### config.mk
export PLATFORM = sky130hd
export DESIGN_NAME = usd_regs
export DESIGN_NICKNAME = d
export VERILOG_FILES = /design/src/usd_flag.v /design/src/usd_regs.v
export VERILOG_INCLUDE_DIRS = /design/src /design/src/src
export SDC_FILE = /design/constraint.sdc
export NUM_CORES = 1
export LEC_CHECK = 0
export ABC_AREA = 1
export BUFFER_PORTS_ARGS = -buffer_cell sky130_fd_sc_hd__buf_2
export CAP_MARGIN = 10
export CORE_ASPECT_RATIO = 1.2
export CORE_MARGIN = 2
export CORE_UTILIZATION = 30
export CTS_CLUSTER_DIAMETER = 30
export CTS_CLUSTER_SIZE = 20
export DETAILED_ROUTE_END_ITERATION = 10
export SLEW_MARGIN = 5
export SYNTH_ARGS = -nofsm -noshare
export SYNTH_HDL_FRONTEND = slang
export SYNTH_SLANG_ARGS = --single-unit
### constraint.sdc
create_clock -name i_ref_clk -period 1.7 [get_ports i_ref_clk]
set_input_delay 0.255 -clock i_ref_clk [delete_from_list [all_inputs] [get_ports i_ref_clk]]
set_output_delay 0.255 -clock i_ref_clk [all_outputs]
set_load 0.02 [all_outputs]
### src/usd_regs_defs.vh
// Operation
// - Status bit 7 reads one while a DMA transfer runs, zero after.
// - The fall of the DMA activity bit raises no interrupt request.
// - Status bits 6, 5, 4 latch bus reset, SOF received, DMA done.
// - Status bits 3 to 0 latch endpoint 3 to 0 transfer done.
// - Current-set bits 3 to 0 show ping-pong set per endpoint, 0=a, 1=b.
// - Control 2 bit 7 one selects host role, zero selects peripheral.
// - Control 2 bit 6 one swaps data line polarity for low speed.
// - Frame low register bits 7 to 1 hold seven frame bits; bit 0 undefined.
// - Both frame registers refresh on every received start-of-frame packet.
// - Frame high register bits 7 to 4 hold four further frame bits.
// - Sixteen-bit DMA byte count split into low and high registers.
// - The count is the total bytes moved in one DMA operation.
// - Writing count high starts DMA only when DMA enable is set.
// - Endpoint three is served through DMA while DMA enable is set.
// - Writing status clears flags whose written bit is one.
// - Enable bits only gate flags onto the request; flags unaffected.
// - Control 1 bit 1 enables DMA, bit 2 sets direction, one reads.
`ifndef USD_REGS_DEFS_VH
`define USD_REGS_DEFS_VH
`define USD_A_CTRL1       8'h05
`define USD_A_INT_EN      8'h06
`define USD_A_INT_STAT    8'h0d
`define USD_A_CUR_SET     8'h0e
`define USD_A_CTRL2       8'h0f
`define USD_A_SOF_LO      8'h15
`define USD_A_SOF_HI      8'h16
`define USD_A_CNT_LO      8'h35
`define USD_A_CNT_HI      8'h36
`define USD_B_DMA_ACT     7
`define USD_B_BUS_RST     6
`define USD_B_SOF         5
`define USD_B_DMA_DONE    4
`define USD_B_DMA_EN      1
`define USD_B_DMA_DIR     2
`define USD_B_HOST        7
`define USD_B_SWAP        6
`define USD_CTRL2_MASK    8'hc0
`define USD_ZERO8         8'h00
`define USD_ZERO16        16'h0000
`define USD_ONE16         16'h0001
`define USD_EP_W          4
`define USD_B_SPEED       5
`define USD_FLAG_N        7
`define USD_FLAGS         6:0
`define USD_FRM_LO        6:0
`define USD_FRM_HI        10:7
`define USD_LO_BYTE       7:0
`define USD_HI_BYTE       15:8
`define USD_ZERO7         7'h00
`define USD_ZERO4         4'h0
`endif

### src/usd_flag.v
`timescale 1ns/10ps
`include "usd_regs_defs.vh"
module usd_flag (
    input  wire i_ref_clk,
    input  wire i_rst_n,
    input  wire i_set,
    input  wire i_clr,
    output reg  o_flag
);
    // Set beats clear so a same-cycle event is kept
    always @(posedge i_ref_clk or negedge i_rst_n) begin
        if (!i_rst_n) begin
            o_flag <= 1'b0;
        end else if (i_set) begin
            o_flag <= 1'b1;
        end else if (i_clr) begin
            o_flag <= 1'b0;
        end
    end
endmodule // usd_flag

### src/usd_regs.v
`timescale 1ns/10ps
`include "usd_regs_defs.vh"
module usd_regs (
    input  wire        i_ref_clk,
    input  wire        i_rst_n,
    input  wire        i_cs_n,
    input  wire        i_wr_n,
    input  wire        i_rd_n,
    input  wire        i_a0,
    input  wire [7:0]  i_data,
    input  wire        i_bus_reset_seen,
    input  wire        i_sof_seen,
    input  wire [10:0] i_sof_frame,
    input  wire [3:0]  i_ep_done,
    input  wire [3:0]  i_ep_set_sel,
    input  wire        i_dma_ack_n,
    output reg  [7:0]  o_data,
    output reg         o_data_oe,
    output reg         o_interrupt_request_out,
    output reg         o_host_mode,
    output reg         o_line_swap,
    output reg         o_speed_select_bit,
    output reg         o_dma_req_n,
    output reg         o_dma_dir_read,
    output reg         o_endpoint_three_dma
);
    ////////////////////////////////////////////////////////////////////
    reg  [7:0]  addr_r;
    reg  [7:0]  ctrl1_r;
    reg  [7:0]  int_en_r;
    reg  [7:0]  ctrl2_r;
    reg  [3:0]  cur_set_r;
    reg  [6:0]  sof_lo_r;
    reg  [3:0]  sof_hi_r;
    reg  [15:0] cnt_r;
    reg  [15:0] left_r;
    reg  [15:0] left_nxt;
    reg         dma_act_r;
    reg         dma_act_nxt;
    reg         dma_fin;
    reg         wr_d_r;
    reg         rd_d_r;
    wire        wr_now;
    wire        rd_now;
    wire        wr_reg;
    wire        stat_clr;
    wire [7:0]  flag_set;
    wire [6:0]  flags;
    wire [7:0]  status;
    reg  [7:0]  rd_val;

    // Strobe falling edges so a long cycle acts once
    assign wr_now   = !i_cs_n && !i_wr_n && !wr_d_r;
    assign rd_now   = !i_cs_n && !i_rd_n && !rd_d_r;
    assign wr_reg   = wr_now && i_a0;
    assign stat_clr = wr_reg && (addr_r == `USD_A_INT_STAT);

    always @(posedge i_ref_clk or negedge i_rst_n) begin
        if (!i_rst_n) begin
            wr_d_r <= 1'b0;
            rd_d_r <= 1'b0;
        end else begin
            wr_d_r <= !i_cs_n && !i_wr_n;
            rd_d_r <= !i_cs_n && !i_rd_n;
        end
    end

    ////////////////////////////////////////////////////////////////////
    // Address phase with A0 low, data phase with A0 high
    always @(posedge i_ref_clk or negedge i_rst_n) begin
        if (!i_rst_n) begin
            addr_r   <= `USD_ZERO8;
            ctrl1_r  <= `USD_ZERO8;
            int_en_r <= `USD_ZERO8;
            ctrl2_r  <= `USD_ZERO8;
            cnt_r    <= `USD_ZERO16;
        end else if (wr_now && !i_a0) begin
            addr_r <= i_data;
        end else if (wr_reg) begin
            case (addr_r)
                `USD_A_CTRL1:  ctrl1_r  <= i_data;
                `USD_A_INT_EN: int_en_r <= i_data;
                `USD_A_CTRL2:  ctrl2_r  <= i_data & `USD_CTRL2_MASK;
                `USD_A_CNT_LO: cnt_r[`USD_LO_BYTE] <= i_data;
                `USD_A_CNT_HI: cnt_r[`USD_HI_BYTE] <= i_data;
                default: ; // Frame registers are read only
            endcase
        end
    end

    ////////////////////////////////////////////////////////////////////
    // Frame capture on every SOF
    always @(posedge i_ref_clk or negedge i_rst_n) begin
        if (!i_rst_n) begin
            sof_lo_r  <= `USD_ZERO7;
            sof_hi_r  <= `USD_ZERO4;
            cur_set_r <= `USD_ZERO4;
        end else begin
            cur_set_r <= i_ep_set_sel;
            if (i_sof_seen) begin
                sof_lo_r <= i_sof_frame[`USD_FRM_LO];
                sof_hi_r <= i_sof_frame[`USD_FRM_HI];
            end
        end
    end

    ////////////////////////////////////////////////////////////////////
    // DMA engine: one byte per clock while acknowledge is held low
    always @* begin
        left_nxt    = left_r;
        dma_act_nxt = dma_act_r;
        dma_fin     = 1'b0;
        if (wr_reg && (addr_r == `USD_A_CNT_HI) && ctrl1_r[`USD_B_DMA_EN]) begin
            left_nxt    = {i_data, cnt_r[`USD_LO_BYTE]};
            dma_act_nxt = ({i_data, cnt_r[`USD_LO_BYTE]} != `USD_ZERO16);
            dma_fin     = ({i_data, cnt_r[`USD_LO_BYTE]} == `USD_ZERO16);
        end else if (dma_act_r && !ctrl1_r[`USD_B_DMA_EN]) begin
            dma_act_nxt = 1'b0; // Abort without done flag
        end else if (dma_act_r && !i_dma_ack_n) begin
            left_nxt = left_r - `USD_ONE16;
            if (left_r == `USD_ONE16) begin
                dma_act_nxt = 1'b0;
                dma_fin     = 1'b1;
            end
        end
    end

    always @(posedge i_ref_clk or negedge i_rst_n) begin
        if (!i_rst_n) begin
            left_r    <= `USD_ZERO16;
            dma_act_r <= 1'b0;
        end else begin
            left_r    <= left_nxt;
            dma_act_r <= dma_act_nxt;
        end
    end

    ////////////////////////////////////////////////////////////////////
    // Sticky flags, bits 6 down to 0
    assign flag_set = {1'b0, i_bus_reset_seen, i_sof_seen, dma_fin, i_ep_done};

    genvar g;
    generate
        for (g = 0; g < `USD_FLAG_N; g = g + 1) begin : g_flag
            usd_flag u_flag (
                .i_ref_clk (i_ref_clk),
                .i_rst_n   (i_rst_n),
                .i_set     (flag_set[g]),
                .i_clr     (stat_clr && i_data[g]),
                .o_flag    (flags[g])
            );
        end
    endgenerate

    assign status = {dma_act_r, flags};

    ////////////////////////////////////////////////////////////////////
    // Read mux; reserved bits return zero
    always @* begin
        case (addr_r)
            `USD_A_CTRL1:    rd_val = ctrl1_r;
            `USD_A_INT_EN:   rd_val = int_en_r;
            `USD_A_INT_STAT: rd_val = status;
            `USD_A_CUR_SET:  rd_val = {`USD_ZERO4, cur_set_r};
            `USD_A_CTRL2:    rd_val = ctrl2_r;
            `USD_A_SOF_LO:   rd_val = {sof_lo_r, 1'b0};
            `USD_A_SOF_HI:   rd_val = {sof_hi_r, `USD_ZERO4};
            `USD_A_CNT_LO:   rd_val = cnt_r[`USD_LO_BYTE];
            `USD_A_CNT_HI:   rd_val = cnt_r[`USD_HI_BYTE];
            default:         rd_val = `USD_ZERO8;
        endcase
    end

    always @(posedge i_ref_clk or negedge i_rst_n) begin
        if (!i_rst_n) begin
            o_data    <= `USD_ZERO8;
            o_data_oe <= 1'b0;
        end else begin
            // Drive the bus while read strobe is held
            o_data_oe <= !i_cs_n && !i_rd_n;
            if (rd_now) begin
                o_data <= i_a0 ? rd_val : addr_r;
            end
        end
    end

    ////////////////////////////////////////////////////////////////////
    // Outputs; bit 7 of enable is ignored so activity fall never interrupts
    always @(posedge i_ref_clk or negedge i_rst_n) begin
        if (!i_rst_n) begin
            o_interrupt_request_out <= 1'b0;
            o_host_mode             <= 1'b0;
            o_line_swap             <= 1'b0;
            o_speed_select_bit      <= 1'b0;
            o_dma_req_n             <= 1'b1;
            o_dma_dir_read          <= 1'b0;
            o_endpoint_three_dma    <= 1'b0;
        end else begin
            o_interrupt_request_out <= |(flags & int_en_r[`USD_FLAGS]);
            o_host_mode             <= ctrl2_r[`USD_B_HOST];
            o_line_swap             <= ctrl2_r[`USD_B_SWAP];
            o_speed_select_bit      <= ctrl1_r[`USD_B_SPEED];
            o_dma_req_n             <= !dma_act_nxt;
            o_dma_dir_read          <= ctrl1_r[`USD_B_DMA_DIR];
            o_endpoint_three_dma    <= ctrl1_r[`USD_B_DMA_EN];
        end
    end
endmodule // usd_regs

==> results.json, run 1 <==
{
  "first_pass_iters": 5,
  "syn_to_final_growth_pct": 20.3,
  "place.gp.congestion": 0.838,
  "hpwl_um": 9110,
  "status": "completed",
  "die_w_um": 119,
  "report.final.hold_viol_count": 0,
  "power.total_mw": 5.21,
  "tightestPinTransition_ns": 0.575,
  "p_per_area_nw_per_um2": 906,
  "cts_root_buffer": "clkbuf_16",
  "pin_count": 52,
  "cts_num_sinks": 98,
  "crit_type": "flop to flop",
  "die_area_um2": 17000,
  "ys.flop_type": "dfrtp_1",
  "maxCapViolCount": 0,
  "async_flop_share": 1.00,
  "cp.arrival_ns": 1.83,
  "start_kind": "flop",
  "row_count": 50,
  "grt_setup_unrepaired": "false",
  "post_cts_buffers": 0,
  "synth_area_um2": 4780,
  "worst_hold_path_type": "input pin to flop",
  "ys_ff_latch": 98,
  "grt_antenna_before_repair": 0,
  "gr-total-overflow": 0,
  "synth_nets": 627,
  "min_period_ns": 1.57,
  "yosys.area.top_type": "dfrtp_1",
  "seq_area_frac_synth": 0.513,
  "drive_gt1_frac": 0.178,
  "cp-end-kind": "flop",
  "num_vias": 4136,
  "synth-edff-count": 0,
  "grt_usage": 0.157,
  "leakagePower_nw": 2.82,
  "clock_path_buffers": 2,
  "grt_start_max_net_pins": 99,
  "cts_tree": "yes",
  "nNetsFinal": 702,
  "path_clk_slew_ns": 0.06,
  "core_um2": 15600,
  "routed_via_density": 4.72,
  "drt_iter0_markers": 289,
  "dieHeight_um": 142,
  "routedWlPerCell_um": 14.5,
  "synth_area_per_cell_um2": 8.12,
  "tns_ns": 0,
  "slew-limit-headroom": 0.617,
  "required_ns": 1.96,
  "n_antenna_cell": 0,
  "syn_inst": 589,
  "clock_latency_ns": 0.35,
  "path_max_fanout": 9,
  "start_util": 0.307,
  "finalCritPeriodShare": 0.926,
  "irDropWorstVdd_mv": 0.445,
  "slew_viol_final": 0,
  "synth_warnings": 0,
  "first_global_vias": 3899,
  "synth_cell_types": 34,
  "wl_um": 12700,
  "cts_inserted_buffers": 9,
  "antenna_left": 0,
  "grt_pass1_wl_um": 20800,
  "yosys-top-cells-area": "dfrtp_1 51%, nand2_1 14%, nand3_1 7.5%, o21ai_0 4.9%, nor2_1 3.8%",
  "numPortBuffers": 51,
  "yosysTopAreaCellShare": 0.507,
  "fillCellCount": 1643,
  "cts_max_level": 3,
  "clock-skew-final_ns": 0.00742,
  "setup_viol": 0,
  "fmax_mhz": 635,
  "drc": 0
}
[path summary, 6_finish.rpt]
| path | from | endpoint | slack [ns] | cells past startpoint |
|---|---|---|---|---|
| min in group asynchronous | i_rst_n | dma_act_r$_DFF_PN0_ | 0.49 | 3 |
| min reg2reg | ctrl2_r[6]$_DFFE_PN0P_ | o_line_swap$_DFF_PN0_ | 0.42 | 0 |
| max reg2reg | addr_r[6]$_DFFE_PN0P_ | o_data[5]$_DFFE_PN0P_ | 0.13 | 10 |
| max | addr_r[6]$_DFFE_PN0P_ | o_data[5]$_DFFE_PN0P_ | 0.13 | 10 |
| max in group asynchronous | i_rst_n | cnt_r[12]$_DFFE_PN0P_ | 0.75 | 3 |
| min | i_ep_set_sel[3] | cur_set_r[3]$_DFF_PN0_ | 0.01 | 1 |
[registers in the layout (all words and copies together), names as in the netlist, 2 cells and up]
name and cells:
cnt_r 16, g_flag.u_flag.o_flag 7, ctrl2_r 2, sof_lo_r 7, cur_set_r 4, o_data 8, addr_r 8, left_r 16
int_en_r 8, ctrl1_r 8, sof_hi_r 4
[placed cells by master (no fill, tap or decap), types with 5 or more instances in the layout]
| cell | n |
|---|---|
| nand2_1 | 182 |
| dfrtp_1 | 97 |
| nand3_1 | 72 |
| buf_2 | 50 |
| nor2_1 | 48 |
| o21ai_0 | 47 |
| inv_1 | 40 |
| buf_4 | 27 |
| a21oi_1 | 17 |
| clkbuf_16 | 9 |
| o211ai_1 | 8 |
| o21ai_1 | 7 |
| nand4_1 | 6 |
| inv_2 | 6 |
| xor2_1 | 6 |
| nand2_2 | 5 |
| nor2_4 | 5 |
| clkbuf_1 | 5 |
[cells by family (layout without fill, tap and decap cells)]
group,after synthesis,in the layout,share of synthesized area
AND/OR/NAND/NOR,333,333,0.312
AO/OA/AOI/OAI,83,83,0.0939
adder cells (fa/ha/maj),2,2,0.00523
XOR/XNOR,8,8,0.0146
flip-flops,98,98,0.513
buffers and inverters,65,145,0.0617
[worst max-delay path, cell delays in order, from the launching register on]
cell     delay [ns]
dfrtp_1        0.40
inv_2          0.06
nand2_2        0.12
nor2_4         0.20
buf_4          0.18
nand2_1        0.07
nor2_1         0.11
nor2_1         0.08
nand2_1        0.06
nand2_1        0.05
a21oi_1        0.15
[synthesized netlist by cell type (5+ instances only)]
cell type    n
nor2_1      49
dfrtp_1     97
nand4_1      6
buf_4        6
inv_1       40
nand3_1     72
xor2_1       6
o21ai_0     47
o211ai_1     8
nand2_1    182
a21oi_1     17
buf_2        5
o21ai_1      7
inv_2        6
nand2_2      5
[layer usage]
| metal | GRT usage | share of wire | up-vias | routed length, um |
|---|---|---|---|---|
| met3 | 0.0212 | 0.040 | 16 | 515 |
| li1 | - | - | 2073 | - |
| met1 | 0.223 | 0.48 | 1950 | 6080 |
| met4 | 0.0583 | 0.017 | 0 | 222 |
| met5 | 0 | 0 | - | 0 |
| met2 | 0.246 | 0.46 | 97 | 5910 |
[metrics by stage]
| step | instance area [um2] | utilization | worst slack (ns) | instances | hold slack (ns) |
|---|---|---|---|---|---|
| floorplan | 4780 | - | 0.241 | 589 | -0.0406 |
| global placement | 5440 | 0.349 | 0.0995 | 860 | 0.360 |
| detailed placement | 5440 | 0.349 | 0.0799 | 860 | 0.364 |
| CTS | 5720 | 0.367 | 0.0543 | 877 | 0.00282 |
| global route | 5760 | 0.369 | 0.00227 | 877 | 0.0116 |
| finish | 5760 | 0.369 | 0.125 | 877 | 0.0119 |
[layout make-up]
| class | instances | area [um2] | area share |
|---|---|---|---|
| clock buffers | 16 | 272 | 0.0472 |
| inverters | 48 | 180 | 0.0313 |
| multi-input cells | 426 | 2070 | 0.359 |
| flip-flops and latches | 98 | 2450 | 0.426 |
| well taps | 208 | 260 | 0.0452 |
| repair buffers | 81 | 523 | 0.0909 |
[power breakdown]
group / switching [mW] / total, mW / internal (mW)
Sequential: 0.0983 / 2.57 / 2.48
Clock: 0.832 / 1.91 / 1.08
Combinational: 0.487 / 0.729 / 0.242
[what timing repair did]
item	4_1_cts	5_1_grt
endpoints found under the setup margin	0	12
gates resized for setup	0	6
endpoints found under the hold margin	7	0
hold buffers	1	0
Power figures use the tool's default switching activity.
==> run 2, diff against run 1 <==
--- a/config.mk
+++ b/config.mk
@@ -12,6 +12,7 @@
 export CORE_ASPECT_RATIO = 1.2
 export CORE_MARGIN = 2
 export CORE_UTILIZATION = 30
+export CTS_BUF_LIST = sky130_fd_sc_hd__clkbuf_2 sky130_fd_sc_hd__clkbuf_4 sky130_fd_sc_hd__clkbuf_8
 export CTS_CLUSTER_DIAMETER = 30
 export CTS_CLUSTER_SIZE = 20
 export DETAILED_ROUTE_END_ITERATION = 10
==> run 2 against run 1 <==
  * Worst hold slack improved by 0.026 ns
  * Routed wire length grew 0.13%
  * Clock skew grew 0.0014 ns
  * Utilization shrank 0.35 points
  * Total power is 8.1% lower
  * Non-clock buffer count up 4
  * Highest routed layer unchanged
==> results.json, run 2 (synthesis gave the netlist of run 1 again) <==
{
  "row_count": 50,
  "r2r-start": "addr_r[6]$_DFFE_PN0P_",
  "p_per_area_nw_per_um2": 840,
  "fin_util": 0.366,
  "clock_latency_ns": 0.38,
  "worst_hold_path_type": "input pin to flop",
  "irDropWorstVdd_mv": 0.360,
  "setup_viol": 0,
  "start_kind": "flop",
  "die_w_um": 119,
  "wl_um": 12700,
  "cts_tree": "yes",
  "tns_ns": 0,
  "tightestPinTransition_ns": 0.576,
  "power.total_mw": 4.79,
  "status": "completed",
  "numPortBuffers": 51,
  "routedWlPerCell_um": 14.5,
  "drive_gt1_frac": 0.184,
  "first_pass_iters": 4,
  "drt_iter0_markers": 318,
  "min_period_ns": 1.58,
  "grt.busiest_layer": "met2",
  "clock_path_buffers": 2,
  "met1_usage": 0.223,
  "path_clk_slew_ns": 0.08,
  "post_cts_buffers": 0,
  "grt_start_max_net_pins": 99,
  "fmax_mhz": 634,
  "path_max_fanout": 13,
  "worstRegToRegCells": 10,
  "core_um2": 15600,
  "use_met2": 0.245,
  "grt_usage": 0.159,
  "hpwl_um": 9110,
  "fillCellCount": 1646,
  "drc": 0,
  "cts_root_buffer": "clkbuf_8",
  "clock-skew-final_ns": 0.00880,
  "startpoint": "addr_r[6]$_DFFE_PN0P_",
  "report.final.hold_viol_count": 0,
  "nNetsFinal": 706,
  "num_vias": 4146,
  "pin_count": 52,
  "finalCritPeriodShare": 0.928,
  "grt_pass1_wl_um": 20800,
  "cts_inserted_buffers": 9,
  "reg2reg_slack_ns": 0.12,
  "cts_num_sinks": 98,
  "reg2reg_to": "o_data[3]$_DFFE_PN0P_",
  "reg_top3": "cnt_r: 16 flops, left_r: 16 flops",
  "place.gp.congestion": 0.838,
  "grtUsageMet3": 0.0236,
  "first_global_vias": 3875,
  "grt_setup_unrepaired": "false",
  "leakagePower_nw": 2.81,
  "gr-total-overflow": 0,
  "required_ns": 2.01,
  "syn_to_final_growth_pct": 19.2,
  "antenna_left": 0,
  "crit_type": "flop to flop",
  "slew-limit-headroom": 0.616,
  "routed_via_density": 4.71,
  "die_area_um2": 17000,
  "cp.arrival_ns": 1.88,
  "start_util": 0.307,
  "mostFrequentLayoutCell": "nand2_1",
  "cp-end-kind": "flop",
  "cts_max_level": 3,
  "cp-endpoint": "o_data[3]$_DFFE_PN0P_",
  "maxCapViolCount": 0,
  "slew_viol_final": 0,
  "grt_antenna_before_repair": 0,
  "dieHeight_um": 142,
  "most-common-layout-cells": "182 x nand2_1, 97 x dfrtp_1, 72 x nand3_1, 50 x buf_2, 48 x nor2_1",
  "n_antenna_cell": 0
}
## run 2: changes by cell type in the layout (fill, tap and decap cells not counted), moves of 4 or more
| cell | before | now |
|---|---|---|
| clkbuf_8 | 2 | 11 |
| clkbuf_1 | 5 | 0 |
| clkbuf_16 | 9 | 0 |
| dlygate4sd3_1 | 1 | 5 |
| clkbuf_4 | 0 | 5 |
## run 2: worst min path at each step
stage	from	end	slack, ns	cells after the start
after floorplan	i_rst_n	addr_r[0]$_DFFE_PN0P_	-0.04	0
after global placement	i_rst_n	o_dma_dir_read$_DFF_PN0_	0.36	2
after detailed placement	i_ep_set_sel[2]	cur_set_r[2]$_DFF_PN0_	0.36	1
after CTS	i_rd_n	o_data_oe$_DFF_PN0_	0.02	2
after global routing	i_rd_n	o_data_oe$_DFF_PN0_	0.03	2
final	i_wr_n	wr_d_r$_DFF_PN0_	0.04	2
## run 2: stage by stage
step                      setup slack (ns)  hold WS (ns)  std cells  instance area, um2
after global routing               0.00614        0.0311        881                5700
after CTS                           0.0554        0.0216        881                5680
after global placement              0.0995         0.360        860                5440
final                                0.122        0.0383        881                5700
after floorplan                      0.241       -0.0406        589                4780
after detailed placement            0.0799         0.364        860                5440
## run 2: repair_timing
action,4_1_cts,5_1_grt
gates resized for setup,0,4
hold endpoints to repair,101,0
setup endpoints to repair,0,11
hold buffers,5,0
## run 2: final cells by class
| class | count | area [um2] | area share |
|---|---|---|---|
| inverter | 48 | 180 | 0.0316 |
| timing repair buffer | 85 | 563 | 0.0988 |
| sequential | 98 | 2450 | 0.430 |
| clock buffer | 16 | 189 | 0.0331 |
| tap | 208 | 260 | 0.0457 |
| multi-input combinational | 426 | 2050 | 0.360 |
## run 2: worst max-delay path, cell delays in order, from the launching register on
cell     delay [ns]
dfrtp_1        0.41
inv_2          0.06
nand2_2        0.12
nor2_8         0.26
buf_4          0.19
nand3_1        0.09
nand2_1        0.08
nor2_1         0.06
nand2_1        0.07
nand2_1        0.05
a21oi_1        0.12
## run 2: per-layer routing
layer  wire length, um  part of all wire
met5                 0                 0
met4               252             0.020
met3               484             0.038
met2              5900              0.46
met1              6110              0.48
## run 2: report_power, final
group	internal (mW)	total, mW	switching (mW)	leakage, nW
Sequential	2.47	2.57	0.0982	1.24
Combinational	0.248	0.732	0.484	1.46
Clock	0.698	1.49	0.790	0.102
